`src/shared/hcc_pkg.sv`:
```
`default_nettype none
package hcc_pkg;
  // ----------------------------------------
  // Clock and timing
  // ----------------------------------------
  localparam int          CLK_FREQ_MHZ   = 10;
  localparam logic [7:0]  ERM_SAMPLE_GAP = 8'h20;
  // ----------------------------------------
  // Register offsets
  // ----------------------------------------
  localparam logic [7:0] ADDR_STATUS = 8'h00;
  localparam logic [7:0] ADDR_MODE   = 8'h01;
  localparam logic [7:0] ADDR_RTP    = 8'h02;
  localparam logic [7:0] ADDR_GO     = 8'h0c;
  localparam logic [7:0] ADDR_RATED  = 8'h16;
  localparam logic [7:0] ADDR_CLAMP  = 8'h17;
  localparam logic [7:0] ADDR_COMP   = 8'h18;
  localparam logic [7:0] ADDR_BEMF   = 8'h19;
  localparam logic [7:0] ADDR_FBCTL  = 8'h1a;
  localparam logic [7:0] ADDR_CTL1   = 8'h1b;
  localparam logic [7:0] ADDR_CTL2   = 8'h1c;
  localparam logic [7:0] ADDR_CTL3   = 8'h1d;
  localparam logic [7:0] ADDR_CTL4   = 8'h1e;
  // ----------------------------------------
  // Field positions
  // ----------------------------------------
  localparam int STS_BUSY_BIT    = 0;
  localparam int STS_FAULT_BIT   = 3;
  localparam int MODE_SRST_BIT   = 7;
  localparam int MODE_STBY_BIT   = 6;
  localparam int GO_BIT          = 0;
  localparam int FB_TYPE_BIT     = 7;
  localparam int CTL2_BIDIR_BIT  = 7;
  localparam int CTL3_ERM_OL_BIT = 5;
  localparam int CTL3_SIGN_BIT   = 3;
  localparam int CTL3_LRA_OL_BIT = 0;
  localparam int CTL4_OTP_ST_BIT = 2;
  localparam int CTL4_OTP_PG_BIT = 0;
  // ----------------------------------------
  // Reset values and constants
  // ----------------------------------------
  localparam logic [7:0] MODE_RST   = 8'h40;
  localparam logic [7:0] RATED_RST  = 8'h3f;
  localparam logic [7:0] CLAMP_RST  = 8'h90;
  localparam logic [7:0] COMP_RST   = 8'h0d;
  localparam logic [7:0] BEMF_RST   = 8'h6c;
  localparam logic [7:0] FBCTL_RST  = 8'h36;
  localparam logic [7:0] CTL1_RST   = 8'h13;
  localparam logic [7:0] CTL2_RST   = 8'hf5;
  localparam logic [7:0] CTL3_RST   = 8'h08;
  localparam logic [7:0] CTL4_RST   = 8'h20;
  localparam logic [7:0] MID_SCALE  = 8'h80;
  localparam logic [2:0] DEVICE_ID  = 3'h5; // Arbitrary value
  localparam int         OTP_WORDS  = 5;
  localparam int         OTP_BITS   = 8 * OTP_WORDS;
  // ----------------------------------------
  // Enumerations
  // ----------------------------------------
  typedef enum logic [2:0] {
    MODE_INT_TRIG  = 3'h0,
    MODE_EXT_EDGE  = 3'h1,
    MODE_EXT_LEVEL = 3'h2,
    MODE_ANALOG    = 3'h3,
    MODE_VIBE      = 3'h4,
    MODE_REALTIME  = 3'h5,
    MODE_DIAG      = 3'h6,
    MODE_AUTOCAL   = 3'h7
  } hcc_mode_type;
  typedef enum logic [1:0] {
    CAL_IDLE = 2'h0,
    CAL_RUN  = 2'h1,
    CAL_DONE = 2'h2
  } hcc_cal_type;
endpackage
`default_nettype wire

```
`src/shared/hcc_otp_if.sv`:
```
`default_nettype none
interface hcc_otp_if import hcc_pkg::*; ();
  logic                prog;
  logic [OTP_BITS-1:0] wdata;
  logic [OTP_BITS-1:0] rdata;
  logic                burned;
  modport ctl (output prog, output wdata, input rdata, input burned);
  modport mem (input prog, input wdata, output rdata, output burned);
endinterface
`default_nettype wire

```
`src/hcc_core.sv`:
```
`default_nettype none
// Summary of operation
// - Mode write 0x07 leaves standby, selects calibration
// - Go starts calibration, cleared when done
// - Calibration overwrites its result registers
// - LRA-only inputs ignored for ERM
// - Fault flag in status reports calibration outcome
// - Settings kept through standby and enable low
// - Fuse memory accepts a single programming
// - Program bit burns fuses; status reads 1
// - Soft reset reloads fuse-backed registers
// - Open loop scaled by overdrive limit, mid-zero
// - Negative drive brakes ERM, flips LRA phase
// - Realtime amplitude signed or unsigned per bit
// - Closed loop follows rated, capped by limit
// - Bidirectional below mid-scale gives zero target
// - Closed-loop bidirectional is the reset default
// - Closed loop brakes automatically from back-EMF
// - Mode 5 drives realtime amplitude continuously
// - Go or trigger starts stored waveform playback
// - Type bit and open-loop bit choose ERM open
// - Registers answer behind bus target 0x5a
module hcc_core import hcc_pkg::*; #(
  parameter int CAL_STEP_US = 100000
) (
  input  wire logic       mclk,           // System clock
  input  wire logic       rst_n,          // Power-on reset
  input  wire logic [7:0] reg_addr,       // Register offset
  input  wire logic [7:0] reg_wdata,      // Write data
  input  wire logic       reg_wr,         // Write strobe
  input  wire logic       reg_rd,         // Read strobe
  output logic      [7:0] reg_rdata,      // Read data, next cycle
  input  wire logic       en_pin,         // Enable pin
  input  wire logic       trig_pin,       // External trigger pin
  input  wire logic [7:0] bemf_level,     // Back-EMF measure
  input  wire logic [7:0] seq_amp,        // Sequencer amplitude
  input  wire logic       seq_done,       // Sequencer finished
  input  wire logic       otp_blank_n,    // Fuse array blank
  output logic      [7:0] drive_level,    // Drive magnitude
  output logic            drive_active,   // Output stage on
  output logic            erm_brake,      // ERM counter-rotation
  output logic            lra_phase_flip, // LRA 180 phase shift
  output logic            cal_busy,       // Calibration running
  output logic            play_start      // Sequencer start pulse
);
  localparam int CAL_STEP_CYC = CAL_STEP_US * CLK_FREQ_MHZ;

  if (CAL_STEP_US < 1 || CAL_STEP_CYC > 32'h3fffffff) begin : g_bad
    $error("hcc_core: CAL_STEP_US out of range");
  end

  hcc_otp_if otp ();

  logic [1:0]  s1_r, s2_r, s3_r, pin_r;
  logic        trig_prev_r;
  logic [7:0]  mode_r, rtp_r, rated_r, clamp_r, comp_r, bemfres_r;
  logic [7:0]  fbctl_r, ctl1_r, ctl2_r, ctl3_r, ctl4_r;
  logic        soft_rst_r, reload_r, go_r, fault_r, playing_r;
  hcc_cal_type cal_state_r;
  logic [31:0] cal_cnt_r;
  logic [7:0]  gap_cnt_r, peak_r;
  logic [7:0]  rdata_r, drive_r;
  logic        active_r, brake_r, flip_r, start_r;
  logic        do_rst, device_on, en_q, trig_q, is_lra, go_wr, go_set;
  logic        cal_run, cal_done, open_loop, trig_start;
  hcc_mode_type mode_q;
  logic [7:0]  u, tgt, amp_nxt, gap_load;
  logic        pos, neg_nxt;
  logic [8:0]  mag;
  logic [16:0] prod;
  logic [11:0] acc;

  // ----------------------------------------
  // Pin synchronisers
  // ----------------------------------------
  always_ff @(posedge mclk) begin
    if (!rst_n) begin
      s1_r  <= 2'h0;
      s2_r  <= 2'h0;
      s3_r  <= 2'h0;
      pin_r <= 2'h0;
    end else begin
      s1_r  <= {trig_pin, en_pin};
      s2_r  <= s1_r;
      s3_r  <= s2_r;
      // Change accepted only once stages two and three agree
      pin_r <= ((s2_r ~^ s3_r) & s3_r) | ((s2_r ^ s3_r) & pin_r);
    end
  end

  assign en_q      = pin_r[0];
  assign trig_q    = pin_r[1];
  assign do_rst    = !rst_n || soft_rst_r;
  assign mode_q    = hcc_mode_type'(mode_r[2:0]);
  assign device_on = en_q && !mode_r[MODE_STBY_BIT];
  assign is_lra    = fbctl_r[FB_TYPE_BIT];
  assign go_wr     = reg_wr && (reg_addr == ADDR_GO);
  assign go_set    = go_wr && reg_wdata[GO_BIT];
  assign cal_run   = (cal_state_r == CAL_RUN);
  assign cal_done  = (cal_state_r == CAL_DONE);
  assign open_loop = is_lra ? ctl3_r[CTL3_LRA_OL_BIT]
                            : ctl3_r[CTL3_ERM_OL_BIT];

  // ----------------------------------------
  // Configuration and fuse-backed registers
  // ----------------------------------------
  // Standby and enable never touch these, only resets do
  always_ff @(posedge mclk) begin
    if (do_rst) begin
      mode_r     <= MODE_RST;
      rtp_r      <= 8'h00;
      rated_r    <= RATED_RST;
      clamp_r    <= CLAMP_RST;
      comp_r     <= COMP_RST;
      bemfres_r  <= BEMF_RST;
      fbctl_r    <= FBCTL_RST;
      ctl1_r     <= CTL1_RST;
      ctl2_r     <= CTL2_RST;
      ctl3_r     <= CTL3_RST;
      ctl4_r     <= CTL4_RST;
      soft_rst_r <= 1'b0;
      reload_r   <= 1'b1;
    end else begin
      reload_r <= 1'b0;
      if (reload_r && otp.burned) begin
        {fbctl_r, bemfres_r, comp_r, clamp_r, rated_r} <= otp.rdata;
      end else if (cal_done) begin
        comp_r       <= (peak_r < rated_r) ? 8'(rated_r - peak_r) : 8'h00;
        bemfres_r    <= peak_r;
        fbctl_r[1:0] <= peak_r[7:6];
      end else if (reg_wr) begin
        unique case (reg_addr)
          ADDR_MODE: begin
            mode_r     <= {1'b0, reg_wdata[6:0]};
            soft_rst_r <= reg_wdata[MODE_SRST_BIT];
          end
          ADDR_RTP:   rtp_r   <= reg_wdata;
          ADDR_RATED: rated_r <= reg_wdata;
          ADDR_CLAMP: clamp_r <= reg_wdata;
          ADDR_COMP:  comp_r  <= reg_wdata;
          ADDR_BEMF:  bemfres_r <= reg_wdata;
          ADDR_FBCTL: fbctl_r <= reg_wdata;
          ADDR_CTL1:  ctl1_r  <= reg_wdata;
          ADDR_CTL2:  ctl2_r  <= reg_wdata;
          ADDR_CTL3:  ctl3_r  <= reg_wdata;
          ADDR_CTL4:  ctl4_r  <= {reg_wdata[7:3], 3'h0};
          default: ;
        endcase
      end
    end
  end

  // Burn request carries the live contents of the backed registers
  assign otp.prog  = reg_wr && (reg_addr == ADDR_CTL4)
                     && reg_wdata[CTL4_OTP_PG_BIT];
  assign otp.wdata = {fbctl_r, bemfres_r, comp_r, clamp_r, rated_r};

  hcc_otp #(
    .WORDS   (OTP_WORDS)
  ) u_otp (
    .mclk    (mclk),
    .blank_n (otp_blank_n),
    .port    (otp)
  );

  // ----------------------------------------
  // Go bit
  // ----------------------------------------
  // A software set in the clearing cycle wins
  always_ff @(posedge mclk) begin
    if (do_rst) begin
      go_r <= 1'b0;
    end else if (go_set) begin
      go_r <= 1'b1;
    end else if (go_wr) begin
      go_r <= 1'b0;
    end else if (cal_done || (playing_r && seq_done)) begin
      go_r <= 1'b0;
    end
  end

  // ----------------------------------------
  // Calibration engine
  // ----------------------------------------
  // LRA sampling uses its timing fields; ERM uses a fixed gap
  assign gap_load = is_lra ? 8'({ctl1_r[4:0], 3'h0} + {6'h0, ctl2_r[5:4]}
                               + {6'h0, ctl2_r[3:2]} + {6'h0, ctl2_r[1:0]})
                           : ERM_SAMPLE_GAP;

  always_ff @(posedge mclk) begin
    if (do_rst) begin
      cal_state_r <= CAL_IDLE;
      cal_cnt_r   <= 32'h0;
      gap_cnt_r   <= 8'h00;
      peak_r      <= 8'h00;
    end else begin
      unique case (cal_state_r)
        CAL_IDLE: begin
          if (go_r && device_on && mode_q == MODE_AUTOCAL) begin
            cal_state_r <= CAL_RUN;
            cal_cnt_r   <= 32'((32'(ctl4_r[5:4]) + 32'h1) * CAL_STEP_CYC);
            gap_cnt_r   <= gap_load;
            peak_r      <= 8'h00;
          end
        end
        CAL_RUN: begin
          cal_cnt_r <= cal_cnt_r - 32'h1;
          if (gap_cnt_r == 8'h00) begin
            gap_cnt_r <= gap_load;
            if (bemf_level > peak_r) begin
              peak_r <= bemf_level;
            end
          end else begin
            gap_cnt_r <= gap_cnt_r - 8'h01;
          end
          if (cal_cnt_r <= 32'h1) begin
            cal_state_r <= CAL_DONE;
          end
        end
        CAL_DONE: cal_state_r <= CAL_IDLE;
        default:  cal_state_r <= CAL_IDLE;
      endcase
    end
  end

  // No motion seen, or motion at or beyond the clamp, is a fault
  always_ff @(posedge mclk) begin
    if (do_rst) begin
      fault_r <= 1'b0;
    end else if (cal_done) begin
      fault_r <= (peak_r == 8'h00) || (peak_r >= clamp_r);
    end else if (cal_state_r == CAL_IDLE && cal_run == 1'b0 && go_r
                 && device_on && mode_q == MODE_AUTOCAL) begin
      fault_r <= 1'b0;
    end
  end

  // ----------------------------------------
  // Stored waveform playback start
  // ----------------------------------------
  assign trig_start = (mode_q == MODE_EXT_EDGE || mode_q == MODE_EXT_LEVEL)
                      && trig_q && !trig_prev_r;

  always_ff @(posedge mclk) begin
    if (do_rst) begin
      trig_prev_r <= 1'b0;
      playing_r   <= 1'b0;
      start_r     <= 1'b0;
    end else begin
      trig_prev_r <= trig_q;
      start_r     <= 1'b0;
      if (device_on && !playing_r &&
          ((go_set && !go_r && mode_q == MODE_INT_TRIG) || trig_start)) begin
        playing_r <= 1'b1;
        start_r   <= 1'b1;
      end else if (seq_done || (go_wr && !go_set)) begin
        playing_r <= 1'b0;
      end
    end
  end

  // ----------------------------------------
  // Amplitude interpretation
  // ----------------------------------------
  always_comb begin
    // Signed input is re-centred so mid-scale sits at 0x80
    u = playing_r ? seq_amp
                  : (ctl3_r[CTL3_SIGN_BIT] ? rtp_r : rtp_r ^ MID_SCALE);
    pos     = (u >= MID_SCALE);
    mag     = pos ? 9'({1'b0, u} - {1'b0, MID_SCALE})
                  : 9'({1'b0, MID_SCALE} - {1'b0, u});
    prod    = 17'h0;
    tgt     = 8'h00;
    acc     = 12'h0;
    amp_nxt = 8'h00;
    neg_nxt = 1'b0;
    if (open_loop && !cal_run) begin
      prod    = 17'(mag * clamp_r);
      amp_nxt = prod[14:7];
      neg_nxt = !pos;
    end else begin
      if (cal_run) begin
        tgt = rated_r;
      end else if (ctl2_r[CTL2_BIDIR_BIT]) begin
        prod = 17'(mag * rated_r);
        tgt  = pos ? prod[14:7] : 8'h00;
      end else begin
        prod = 17'(u * rated_r);
        tgt  = prod[15:8];
      end
      if (bemf_level > tgt) begin
        acc     = 12'(bemf_level - tgt)
                  * (12'(fbctl_r[6:4]) + 12'h1);
        neg_nxt = 1'b1;
      end else begin
        acc = 12'(tgt) + 12'(tgt - bemf_level)
              * (12'(fbctl_r[3:2]) + 12'h1);
      end
      // Overdrive and braking stay under the limit level
      amp_nxt = (acc > 12'(clamp_r)) ? clamp_r : acc[7:0];
    end
  end

  // ----------------------------------------
  // Drive outputs
  // ----------------------------------------
  always_ff @(posedge mclk) begin
    if (do_rst) begin
      active_r <= 1'b0;
      drive_r  <= 8'h00;
      brake_r  <= 1'b0;
      flip_r   <= 1'b0;
    end else begin
      active_r <= device_on
                  && (mode_q == MODE_REALTIME || playing_r || cal_run);
      if (device_on
          && (mode_q == MODE_REALTIME || playing_r || cal_run)) begin
        drive_r <= amp_nxt;
        brake_r <= neg_nxt && !is_lra;
        flip_r  <= neg_nxt && is_lra;
      end else begin
        drive_r <= 8'h00;
        brake_r <= 1'b0;
        flip_r  <= 1'b0;
      end
    end
  end

  // ----------------------------------------
  // Register read port
  // ----------------------------------------
  // This port sits behind the bus target decode at 0x5a
  always_ff @(posedge mclk) begin
    if (do_rst) begin
      rdata_r <= 8'h00;
    end else if (reg_rd) begin
      unique case (reg_addr)
        ADDR_STATUS: rdata_r <= {DEVICE_ID, 1'b0, fault_r, 2'h0,
                                 cal_run};
        ADDR_MODE:   rdata_r <= mode_r;
        ADDR_RTP:    rdata_r <= rtp_r;
        ADDR_GO:     rdata_r <= {7'h00, go_r};
        ADDR_RATED:  rdata_r <= rated_r;
        ADDR_CLAMP:  rdata_r <= clamp_r;
        ADDR_COMP:   rdata_r <= comp_r;
        ADDR_BEMF:   rdata_r <= bemfres_r;
        ADDR_FBCTL:  rdata_r <= fbctl_r;
        ADDR_CTL1:   rdata_r <= ctl1_r;
        ADDR_CTL2:   rdata_r <= ctl2_r;
        ADDR_CTL3:   rdata_r <= ctl3_r;
        ADDR_CTL4:   rdata_r <= {ctl4_r[7:3], otp.burned, 2'h0};
        default:     rdata_r <= 8'h00;
      endcase
    end else begin
      rdata_r <= 8'h00;
    end
  end

  assign reg_rdata      = rdata_r;
  assign drive_level    = drive_r;
  assign drive_active   = active_r;
  assign erm_brake      = brake_r;
  assign lra_phase_flip = flip_r;
  assign cal_busy       = (cal_state_r == CAL_RUN);
  assign play_start     = start_r;
endmodule // hcc_core
`default_nettype wire

```
`src/hcc_otp.sv`:
```
`default_nettype none
module hcc_otp import hcc_pkg::*; #(
  parameter int WORDS = OTP_WORDS
) (
  input  wire logic mclk,    // System clock
  input  wire logic blank_n, // Factory blank of fuse array
  hcc_otp_if.mem    port     // Program and read port
);
  logic [OTP_BITS-1:0] cells_r;
  logic [OTP_BITS-1:0] rdata_r;
  logic                burned_r;

  if (WORDS != OTP_WORDS) begin : g_bad_words
    $error("hcc_otp: WORDS must match the backed register count");
  end

  // ----------------------------------------
  // Fuse cells, burned once only
  // ----------------------------------------
  // Not cleared by rst_n: the fuses outlive every reset of the logic
  always_ff @(posedge mclk) begin
    if (!blank_n) begin
      cells_r  <= '0;
      burned_r <= 1'b0;
    end else if (port.prog && !burned_r) begin
      cells_r  <= port.wdata;
      burned_r <= 1'b1;
    end
  end

  always_ff @(posedge mclk) begin
    if (!blank_n) begin
      rdata_r <= '0;
    end else begin
      rdata_r <= cells_r;
    end
  end

  assign port.rdata  = rdata_r;
  assign port.burned = burned_r;
endmodule // hcc_otp
`default_nettype wire

```
`config.mk`:
```
export PLATFORM = sky130hd
export DESIGN_NAME = hcc_core
export DESIGN_NICKNAME = d
export VERILOG_FILES = /design/src/shared/hcc_pkg.sv /design/src/shared/hcc_otp_if.sv /design/src/hcc_core.sv /design/src/hcc_otp.sv
export SDC_FILE = /design/constraint.sdc
export NUM_CORES = 1
export LEC_CHECK = 0
export BUFFER_PORTS_ARGS = -buffer_cell sky130_fd_sc_hd__buf_2
export CAP_MARGIN = 20
export CELL_PAD_IN_SITES_DETAIL_PLACEMENT = 1
export CELL_PAD_IN_SITES_GLOBAL_PLACEMENT = 1
export CORE_MARGIN = 4
export CORE_UTILIZATION = 53
export DETAILED_ROUTE_END_ITERATION = 8
export HOLD_SLACK_MARGIN = 0.08
export MAX_ROUTING_LAYER = met4
export PLACE_DENSITY_LB_ADDON = 0.1
export SLEW_MARGIN = 30
export SYNTH_ARGS = -nofsm -noshare
export SYNTH_HDL_FRONTEND = slang
export SYNTH_SLANG_ARGS = --single-unit
export TNS_END_PERCENT = 30
```
`constraint.sdc`:
```
create_clock -name mclk -period 22.8 [get_ports mclk]
set_input_delay 4.56 -clock mclk [delete_from_list [all_inputs] [get_ports mclk]]
set_output_delay 4.56 -clock mclk [all_outputs]
set_load 0.01 [all_outputs]
```
[Word-level counts from Yosys, hierarchy flattened]
Cells that the tools add are included.
Storage, ports and cells
  flip-flop bits (word level): 249
  input port bits: 40
  output and inout port bits: 21
  word-level logic and storage cells: 232
Cells by class
  add/sub/neg operators: 14
  multiply operators: 6
  order comparisons: 7
  eq/ne operators: 23
  muxes and demuxes: 59
  bitwise gates (word level): 11
  reductions and logical operators: 77
Operators with widths (count)
  $mux 8: 34
  $pmux 8 s13: 1
  $eq 8x5->1 const B: 9
  $pmux 32 s2: 1
  $le 32x1->1 const B: 1
  $mux 32: 1
  $pmux 8 s2: 2
  $sub 32x1->32 const B: 1
  $mul 9x8->15: 2
  $reduce_and 4->1: 7
  $logic_and 1x1->1: 25
  $add 8x2->8: 3
  $logic_not 8->1: 3
  $mux 12: 2
  $sub 8x8->9: 2
  $mul 3x14->17 const B: 1
  $gt 8x8->1: 2
  $mul 8x8->16: 1
  $reduce_bool 3->1: 5
  $reduce_bool 2->1: 7
  $add 8x12->12: 1
  $gt 12x8->1: 1
  $mul 12x3->12: 1
  $mul 9x5->12: 1
  36 further kinds: 83

[Longest topological paths before layout]
Gate-level depths: netlist (run 1).
  depth after elaboration: 18
  mapped depth: 52
  depth with buffers taken out: 47

[By module]
From an unflattened synthesis (run 1), not the netlist that was laid out.
Unflattened totals
  cells, all modules: 2493
  area total of the unflattened synthesis: 21050.2 µm²
Modules (own cells, without submodules)
  hcc_core: instances 1, cells an instance 2236, area an instance 18420.2 µm², sequential area each 3363.2 µm²
  hcc_otp: instances 1, cells an instance 257, area an instance 2630.0 µm², sequential area each 1621.6 µm²

[Worst setup path before layout (run 1)]
OpenSTA, ideal clock, no wires.
  path type: input-to-reg
  start point: in seq_amp[0]
  end point: reg drive_r[0], in the netlist drive_level[0]
  arrival: 15061 ps
  required time: 22674 ps
  path slack: 7613 ps
  cell stages on the path: 47
  path buffers: 4
  path through: mux2i_1 > clkbuf_1 > ha_1 > nand2_1 > o21ai_0 > xnor2_1 > clkbuf_1 > nand2_1 > fa_1 > fa_1 > inv_1 > fa_1 > inv_1 > fa_1 > inv_1 > ha_1 > and2_1 > a22oi_1 > (+11 left out) > fa_1 > inv_1 > fa_1 > inv_1 > ha_1 > nand3_1 > o211ai_1 > nor2_1 > xor2_1 > o22ai_1 > ha_1 > and4_1 > a221o_1 > a2111oi_1 > o22ai_1 > buf_2 > a41oi_1 > o31ai_1
On the way
  cells in the longest elaborated chain, start to end: 16
  elaborated cells on any way between the ends: 23
Ends and longest elaborated chain
  start: declaration: RTL line hcc_core.sv:36  | input wire logic [7:0] seq_amp,
  $mux 8 *: RTL line hcc_core.sv:267  | u = playing_r ? seq_amp
  $sub 8x8->9 (tied with other cells): RTL line hcc_core.sv:271  | : 9'({1'b0, MID_SCALE} - {1'b0, u});
  $mux 9: RTL line hcc_core.sv:270  | mag = pos ? 9'({1'b0, u} - {1'b0, MID_SCALE})
  $mul 9x8->15: RTL line hcc_core.sv:285  | prod = 17'(mag * rated_r);
  $mux 8: RTL line hcc_core.sv:286  | tgt = pos ? prod[14:7] : 8'h00;
  $mux 8: RTL line hcc_core.sv:284  | end else if (ctl2_r[CTL2_BIDIR_BIT]) begin
  $mux 8: RTL line hcc_core.sv:282  | if (cal_run) begin
  $mux 8: RTL line hcc_core.sv:277  | if (open_loop && !cal_run) begin
  $sub 8x8->9: RTL line hcc_core.sv:296  | acc = 12'(tgt) + 12'(tgt - bemf_level)
  $mul 12x3->12: RTL line hcc_core.sv:297  | * (12'(fbctl_r[3:2]) + 12'h1);
  $add 8x12->12: RTL line hcc_core.sv:296
  $mux 12: RTL line hcc_core.sv:291  | if (bemf_level > tgt) begin
  $mux 12: RTL line hcc_core.sv:277
  $gt 12x8->1: RTL line hcc_core.sv:300  | amp_nxt = (acc > 12'(clamp_r)) ? clamp_r : acc[7:0];
  $mux 8: RTL line hcc_core.sv:300
  $mux 8 *: RTL line hcc_core.sv:277
  end signal: assignment: RTL line hcc_core.sv:318  | drive_r <= amp_nxt;
  end: declaration: RTL line hcc_core.sv:62  | logic [7:0] rdata_r, drive_r;
Mark *: on every way between the ends. The rest lies on a longest branch, timed or not. The select of a mux whose other input is x is not followed.
A chain may end at the register's enable or synchronous reset.

[Worst setup path after layout (run 1)]
  start point: in seq_amp[2]
  end point: reg drive_r[2], in the netlist drive_level[2]
The elaborated chain is that of the path after synthesis.

==> impl_metrics.tcl, run 1 <==
set metrics [dict create \
    grt_max_degree 82 \
    drive_gt1_frac 0.0673 \
    fin_crit_ps 16800 \
    cts_setup_buffers 0 \
    core_area_mm2 0.0389 \
    htree_levels 1 \
    vias 18400 \
    worstHoldPathType "reg2reg" \
    status "finished clean" \
    die_y_um 207 \
    drcViolationCount 0 \
    cts.sinks 249 \
    postLayoutCoreUtil 0.582 \
    synth-seq-area-share 0.237 \
    ir_drop_uv 68.1 \
    grt_pass1_vias 19700 \
    tightestPinTransition_ps 1070 \
    dieArea_mm2 0.0429 \
    path_clk_slew_ps 60 \
    final_cells 3047 \
    final_nets 2887 \
    cp_data_required_time_ps 23280 \
    cts_tree "yes" \
    setup_viol 0 \
    drv_cap 0 \
    cts-root-buf "clkbuf_16" \
    fin_tns_setup_ps 0 \
    start_util 0.540 \
    hold_viol_final 0 \
    rsz0062_at_grt "false" \
    dpl.hpwl_um 53800 \
    slew_headroom 0.278 \
    syn-cell-area_mm2 0.0210 \
    syn_inst 2510 \
    grt_pass1_wl_um 112000 \
    cts.path.max_buffers 3 \
    num_rows 72 \
    io_buffers 60 \
    cts_hold_buf 0 \
    antenna_left 0 \
    fp.dieW_um 207 \
    timing.fmax_ghz 0.0595 \
    overflow 0 \
    globalplace.congestion 0.986 \
    finClkSkew_ps 18.1 \
    yosysWarnings 0 \
    pwr_density_cell_mw_per_mm2 43.9 \
    leakagePower_nw 9.95 \
    drt-vias-per-instance 6.03 \
    crit_type "in2reg" \
    first_pass_iters 5 \
    synth.ff_latch_count 249 \
    critPathSlowestCell "xnor2_1" \
    synth_edf_count 0 \
    synth.distinct_cells 83 \
    place_inst 2992 \
    end_kind "flip-flop" \
    wire_per_inst_um 23.4 \
    fin_crit_sh 0.737 \
    arrival_ps 17280 \
    antenna_found_initial 3 \
    n_fill_cell 4658 \
    syn2layout_area_growth_pct 7.82 \
    start_kind "primary input" \
    dpl_cell_area_mm2 0.0217 \
    ios 61 \
    cp_common_cell "fa_1" \
    finalPower_mw 0.994 \
    grt_usage 0.332 \
    clock_latency_ps 560 \
    drt-initial-drc-count 1289 \
    finalWirelength_um 71400 \
    numCtsBuffers 28 \
    async_flop_share 0 \
    stdcell_area_mm2 0.0226 \
    slew_violations 0 \
    synth_ff_type "dfxtp_1" \
    crit_path_max_incr_delay_ps 850 \
    cts_resized 0 \
    syn_avg_cell_area_um2 8.37 \
    cp_max_fo 15 \
]
==> critical path, delay by kind of cell <==
family | cells | cell delay (ps)
buf+inv | 8 | 850
fa+ha+maj | 11 | 4910
xor+xnor | 3 | 1260
compound gates | 11 | 3230
mux | 1 | 430
simple gates | 11 | 2030
==> synth_stat cells (all sizes together), types with 20 or more instances <==
master / n / area (µm²)
fa: 153 / 3060
nor2: 193 / 732
o22ai: 20 / 125
mux2i: 63 / 631
nor3: 45 / 263
o211ai: 23 / 173
nand2: 279 / 1050
clkbuf: 110 / 418
nand4: 21 / 138
a21o: 33 / 248
nor2b: 35 / 219
inv: 263 / 987
and3: 21 / 131
and2: 149 / 935
o21ai: 78 / 390
a21oi: 104 / 524
dfxtp: 249 / 4980
nand2b: 32 / 200
ha: 190 / 2380
nand3: 40 / 200
buf: 24 / 118
xnor2: 63 / 552
a21boi: 44 / 330
xor2: 20 / 175
a211oi: 33 / 248
or3: 20 / 125
==> final timing paths <==
check                                            start                        end  slack (ps)  depth (start not counted)
worst min register to register      s1_r[0]$_SDFF_PN0_         s2_r[0]$_SDFF_PN0_         430                          1
worst min-delay path                s1_r[0]$_SDFF_PN0_         s2_r[0]$_SDFF_PN0_         430                          1
worst max register to register  playing_r$_SDFFE_PP0P_  drive_level[2]$_SDFF_PP0_        9380                         45
worst max-delay path                        seq_amp[2]  drive_level[2]$_SDFF_PP0_        6000                         45
==> power by group <==
part           switching, mW  internal, mW  total (mW)  leakage [nW]
clock                  0.189         0.265       0.454         0.445
sequential          0.000944         0.436       0.437          2.01
combinational         0.0651        0.0383       0.103          7.50
==> state kept, by name, indices dropped and copies added, names as in the netlist, 5 cells and up <==
name and cells:
bemfres_r 8, cal_cnt_r 32, clamp_r 8, comp_r 8, ctl1_r 8, ctl2_r 8
ctl3_r 8, ctl4_r 5, drive_level 8, fbctl_r 8, gap_cnt_r 8, mode_r 7
peak_r 8, rated_r 8, reg_rdata 8, rtp_r 8, u_otp.cells_r 40, u_otp.port.rdata 40
==> cell families after synthesis <==
kind of cell / synth area share
fa+ha+maj: 0.259
xor+xnor: 0.0346
flops: 0.237
other cells: 0.000358
compound gates: 0.150
buf+inv: 0.0729
mux: 0.0343
simple gates: 0.211
==> area by class of cell <==
type	count	area (µm²)	area share
timing repair buffer	88	513	0.0227
multi-input combinational	1872	14600	0.643
inverter	265	996	0.0440
clock inverter	9	85.1	0.00376
tap	518	648	0.0286
clock buffer	43	838	0.0370
sequential	249	4980	0.220
antenna	3	7.51	0.000332
==> placed cells by master (no fill, tap or decap), types with 63 or more instances in the layout <==
| master | instances |
|---|---|
| o21ai_0 | 78 |
| inv_1 | 263 |
| nand2_1 | 277 |
| mux2i_1 | 63 |
| ha_1 | 190 |
| a21oi_1 | 103 |
| fa_1 | 153 |
| and2_1 | 148 |
| nor2_1 | 191 |
| dfxtp_1 | 249 |
==> metal layers <==
metal	wire length [µm]	up-vias	global-route usage
li1	-	8414	-
met1	31300	9319	0.435
met2	33800	512	0.540
met3	3750	139	0.0407
met4	2560	0	0.109
met5	0	-	-
==> per-stage QoR <==
stage	hold WS, ps	setup slack [ps]
floorplan	412	7610
global placement	415	6350
detailed placement	424	5730
CTS	438	6290
global route	458	5540
finish	431	6000
Power figures use the tool's default switching activity.
==> run 2, diff against run 1 <==
--- a/config.mk
+++ b/config.mk
@@ -10,7 +10,7 @@
 export CELL_PAD_IN_SITES_DETAIL_PLACEMENT = 1
 export CELL_PAD_IN_SITES_GLOBAL_PLACEMENT = 1
 export CORE_MARGIN = 4
-export CORE_UTILIZATION = 53
+export CORE_UTILIZATION = 49
 export DETAILED_ROUTE_END_ITERATION = 8
 export HOLD_SLACK_MARGIN = 0.08
 export MAX_ROUTING_LAYER = met4
==> constraint.sdc (replaced) <==
create_clock -name mclk -period 17.4 [get_ports mclk]
set_input_delay 3.48 -clock mclk [delete_from_list [all_inputs] [get_ports mclk]]
set_output_delay 3.48 -clock mclk [all_outputs]
set_load 0.01 [all_outputs]
==> run 2 against run 1 <==
  * Via count about the same
  * Power increased by 33%
  * First-iteration DRC count increased by 12%
  * Worst setup slack got worse by 3900 ps
  * Critical path depth unchanged
  * Worst hold slack improved by 27 ps
  * Core utilization decreased by 4.2 points
  * Global-route usage decreased by 2.6 points
  * Design area increased by 0.41%
  * Critical path type unchanged
  * Largest cell class unchanged
==> impl_metrics.tcl, run 2 (same netlist as run 1, synthesis figures left out) <==
set metrics [dict create \
    status "finished clean" \
    gr-usage-met1 0.401 \
    wire_per_inst_um 22.8 \
    start_util 0.498 \
    grt_max_degree 82 \
    p_comb_frac 0.101 \
    io_buffers 60 \
    antenna_found_initial 0 \
    slew_headroom 0.336 \
    arrival_ps 15720 \
    dpl.hpwl_um 53200 \
    ir_drop_uv 74.8 \
    finalPower_mw 1.32 \
    tightestPinTransition_ps 991 \
    final_common_cell "nand2_1" \
    cts-root-buf "clkbuf_16" \
    start_kind "primary input" \
    use_met3 0.0338 \
    power_frac_seq 0.433 \
    clkPwrFrac 0.466 \
    core_area_mm2 0.0421 \
    cts.sinks 249 \
    leakagePower_nw 9.99 \
    cp_max_fo 15 \
    pwr_density_cell_mw_per_mm2 58.1 \
    drv_cap 0 \
    power.switching_mw 0.345 \
    fin_ws_ps 2120 \
    grt_pass1_vias 19600 \
    critPathSlowestCell "mux2i_1" \
    path_buf_inv 7 \
    finClkSkew_ps 41.0 \
    num_rows 75 \
    drt-vias-per-instance 5.99 \
    timing.fmax_ghz 0.0654 \
    drive_gt1_frac 0.0708 \
    final_nets 2890 \
    swShare 0.261 \
    dpl_cell_area_mm2 0.0217 \
    globalplace.congestion 0.944 \
    grt_pass1_wl_um 110000 \
    overflow 0 \
    clock_latency_ps 580 \
    antenna_left 0 \
    dieArea_mm2 0.0462 \
    crit_family "adder cells" \
    slew_violations 0 \
    htree_levels 1 \
    crit_type "in2reg" \
    fp.dieW_um 215 \
    cts_hold_buf 0 \
    first_pass_iters 6 \
    fin_tns_setup_ps 0 \
    die_y_um 215 \
    cts_resized 0 \
    setup_viol 0 \
    cts_setup_buffers 0 \
    drt-initial-drc-count 1445 \
    fin_crit_sh 0.878 \
    cp_data_required_time_ps 17840 \
    cp_common_cell "fa_1" \
    ios 61 \
    cts_tree "yes" \
    use_met2 0.506 \
    layout_common_cells "nand2_1, inv_1, dfxtp_1" \
    fin_crit_ps 15280 \
    grt_usage 0.306 \
    whs_ps 458 \
    dp_worst_setup_slack_ps 1570 \
    rsz0062_at_grt "false" \
    worstHoldPathType "reg2reg" \
    finalWirelength_um 69900 \
    stdcell_area_mm2 0.0227 \
    numCtsBuffers 28 \
    hold_viol_final 0 \
    path_clk_slew_ps 60 \
    cts.path.max_buffers 3 \
    p_int_mw 0.976 \
    crit_path_max_incr_delay_ps 680 \
    drcViolationCount 0 \
    vias 18400 \
    end_kind "flip-flop" \
    syn2layout_area_growth_pct 8.26 \
    grt.busiest_layer "met2" \
]
==> run 2: routing by layer <==
metal,wire length [µm],vias up
met5,0,-
met1,30800,9367
met4,2200,0
met2,33300,475
li1,-,8428
met3,3540,126
==> run 2: final cells by class <==
type / instances / area [µm²]
inverters: 265 / 996
clock inverters: 14 / 165
multi-input cells: 1872 / 14600
repair buffers: 91 / 539
diodes: 1 / 2.50
well taps: 539 / 674
fillers: 5046 / 19400
clock buffers: 38 / 798
flip-flops and latches: 249 / 4990
==> run 2: stage by stage <==
step                utilization  cells
floorplan                     -   2520
global placement          0.515   3014
detailed placement        0.516   3015
CTS                       0.539   3067
global route              0.540   3068
finish                    0.540   3069
==> run 2: final timing paths <==
check                                 startpoint                               to  slack [ps]  depth (start not counted)
hold reg to reg   u_otp.cells_r[24]$_SDFFE_PN0P_  u_otp.port.rdata[24]$_SDFF_PN0_         460                          1
setup reg to reg          playing_r$_SDFFE_PP0P_        drive_level[7]$_SDFF_PP0_        4310                         44
hold / removal    u_otp.cells_r[24]$_SDFFE_PN0P_  u_otp.port.rdata[24]$_SDFF_PN0_         460                          1
setup / recovery                      seq_amp[1]        drive_level[7]$_SDFF_PP0_        2120                         45
==> run 2: power by group through the flow <==
stage | sequential (mW) | combinational, mW | clock (mW)
after floorplan | 0.584 | 0.0915 | 0
final | 0.572 | 0.133 | 0.616
after global placement | 0.585 | 0.125 | 0
after detailed placement | 0.585 | 0.130 | 0
after global routing | 0.572 | 0.148 | 0.653
after CTS | 0.572 | 0.131 | 0.628
==> run 3, diff against run 2 <==
--- a/config.mk
+++ b/config.mk
@@ -14,7 +14,7 @@
 export DETAILED_ROUTE_END_ITERATION = 8
 export HOLD_SLACK_MARGIN = 0.08
 export MAX_ROUTING_LAYER = met4
-export PLACE_DENSITY_LB_ADDON = 0.1
+export PLACE_DENSITY = 0.83
 export SLEW_MARGIN = 30
 export SYNTH_ARGS = -nofsm -noshare
 export SYNTH_HDL_FRONTEND = slang
==> constraint.sdc (replaced) <==
create_clock -name mclk -period 16 [get_ports mclk]
set_input_delay 3.2 -clock mclk [delete_from_list [all_inputs] [get_ports mclk]]
set_output_delay 3.2 -clock mclk [all_outputs]
set_load 0.01 [all_outputs]
==> run 3 against run 2 <==
  * Critical path depth stayed put
  * Power rose by 12%
  * Core utilization is 0.095 points higher
  * Cell count rose by 0.16%
==> impl_metrics.tcl, run 3 (same netlist as run 1, synthesis figures left out) <==
set metrics [dict create \
    cp_common_cell "fa_1" \
    ios 61 \
    cts-root-buf "clkbuf_16" \
    drcViolationCount 0 \
    finalPower_mw 1.48 \
    ir_drop_uv 80.9 \
    cts_setup_buffers 0 \
    drt-initial-drc-count 1344 \
    clkPwrFrac 0.481 \
    grt_usage 0.307 \
    hold_viol_final 0 \
    finalWirelength_um 70700 \
    wire_per_inst_um 23.0 \
    hp-start "s1_r[1]$_SDFF_PN0_" \
    slew_headroom 0.308 \
    min_to "s2_r[1]$_SDFF_PN0_" \
    num_rows 75 \
    worstHoldPathType "reg2reg" \
    antenna_found_initial 7 \
    drt-vias-per-instance 6.05 \
    slew_violations 0 \
    layout_common_cells "nand2_1, inv_1, dfxtp_1" \
    crit_path_max_incr_delay_ps 750 \
    fin_crit_sh 0.948 \
    io_buffers 60 \
    worst-r2r-setup-slack_ps 2750 \
    cp_max_fo 15 \
    clock_latency_ps 580 \
    grt_pass1_vias 20000 \
    cts_tree "yes" \
    end_kind "flip-flop" \
    rsz0062_at_grt "false" \
    final_nets 2891 \
    dp_worst_setup_slack_ps 357 \
    drive_gt1_frac 0.0704 \
    fp.dieW_um 215 \
    reg2reg_depth 44 \
    arrival_ps 15640 \
    finClkSkew_ps 16.0 \
    hold_depth 1 \
    drv_cap 0 \
    overflow 0 \
    start_kind "primary input" \
    whs_ps 437 \
    p_comb_frac 0.099 \
    setup_viol 0 \
    critPathSlowestCell "mux2i_1" \
    start_util 0.498 \
    first_pass_iters 7 \
    cp_data_required_time_ps 16470 \
    p_int_mw 1.10 \
    fin_tns_setup_ps 0 \
    timing.fmax_ghz 0.0659 \
    grt_max_degree 82 \
    path_clk_slew_ps 70 \
    cts_hold_buf 0 \
    power_frac_seq 0.420 \
    final_common_cell "nand2_1" \
    die_y_um 215 \
    grt_pass1_wl_um 111000 \
    r2r_end "drive_level[7]$_SDFF_PP0_" \
    fin_ws_ps 828 \
    globalplace.congestion 0.944 \
    power.switching_mw 0.379 \
    swShare 0.256 \
    fin_crit_ps 15170 \
    cts_resized 0 \
    dieArea_mm2 0.0462 \
    numCtsBuffers 29 \
    vias 18600 \
    syn2layout_area_growth_pct 8.45 \
    pwr_density_cell_mw_per_mm2 65.0 \
    r2r-start "playing_r$_SDFFE_PP0P_" \
    cts.path.max_buffers 3 \
    htree_levels 1 \
    leakagePower_nw 10.0 \
    dpl.hpwl_um 52800 \
    tightestPinTransition_ps 1040 \
    status "finished clean" \
    cts.sinks 249 \
    crit_type "in2reg" \
    postLayoutCoreUtil 0.541 \
    core_area_mm2 0.0421 \
    antenna_left 0 \
]
[run 3: worst max-delay path by stage]
| stage | start | end | slack (ps) | cells after the start |
|---|---|---|---|---|
| 2_1_floorplan | seq_amp[0] | drive_level[0]$_SDFF_PP0_ | 2170 | 47 |
| 3_3_place_gp | seq_amp[1] | drive_level[7]$_SDFF_PP0_ | 1070 | 45 |
| 3_5_place_dp | seq_amp[1] | drive_level[7]$_SDFF_PP0_ | 360 | 45 |
| 4_1_cts | seq_amp[1] | drive_level[7]$_SDFF_PP0_ | 920 | 45 |
| 5_1_grt | seq_amp[1] | drive_level[7]$_SDFF_PP0_ | 200 | 45 |
| 6_report | seq_amp[1] | drive_level[7]$_SDFF_PP0_ | 830 | 45 |
[run 3: routing by layer]
layer / wire, µm / vias to the layer above / GRT usage
met5: 0 / - / -
met4: 3530 / 0 / 0.133
met3: 4580 / 216 / 0.0518
met2: 33100 / 660 / 0.501
met1: 29500 / 9288 / 0.378
li1: - / 8423 / -
[run 3: metrics by stage]
stage                     instances  cell area, µm²
after CTS                      3068           22700
after global placement         3016           21700
final                          3074           22800
after detailed placement       3016           21700
after global routing           3074           22800
after floorplan                2520           21000
[run 3: final cells by class]
type,count,area (µm²)
antenna,6,15.0
clock buffer,38,820
clock inverter,14,196
fill,5033,19400
inverter,265,996
multi-input combinational,1872,14600
sequential,249,4990
tap,539,674
timing repair buffer,91,536
[run 3: power groups by stage]
stage	clock network, mW	registers (mW)	logic, mW
4_1_cts	0.721	0.622	0.144
6_report	0.712	0.622	0.146
5_1_grt	0.752	0.622	0.162
3_3_place_gp	0	0.636	0.135
2_1_floorplan	0	0.635	0.0995
3_5_place_dp	0	0.636	0.143
[run 3: worst max-delay path: cells and delay by family]
| kind | cells | cell delay, ps |
|---|---|---|
| fa+ha+maj | 12 | 5270 |
| compound gates | 10 | 2530 |
| simple gates | 12 | 2370 |
| mux | 2 | 1340 |
| buf+inv | 7 | 540 |
| xor+xnor | 2 | 370 |
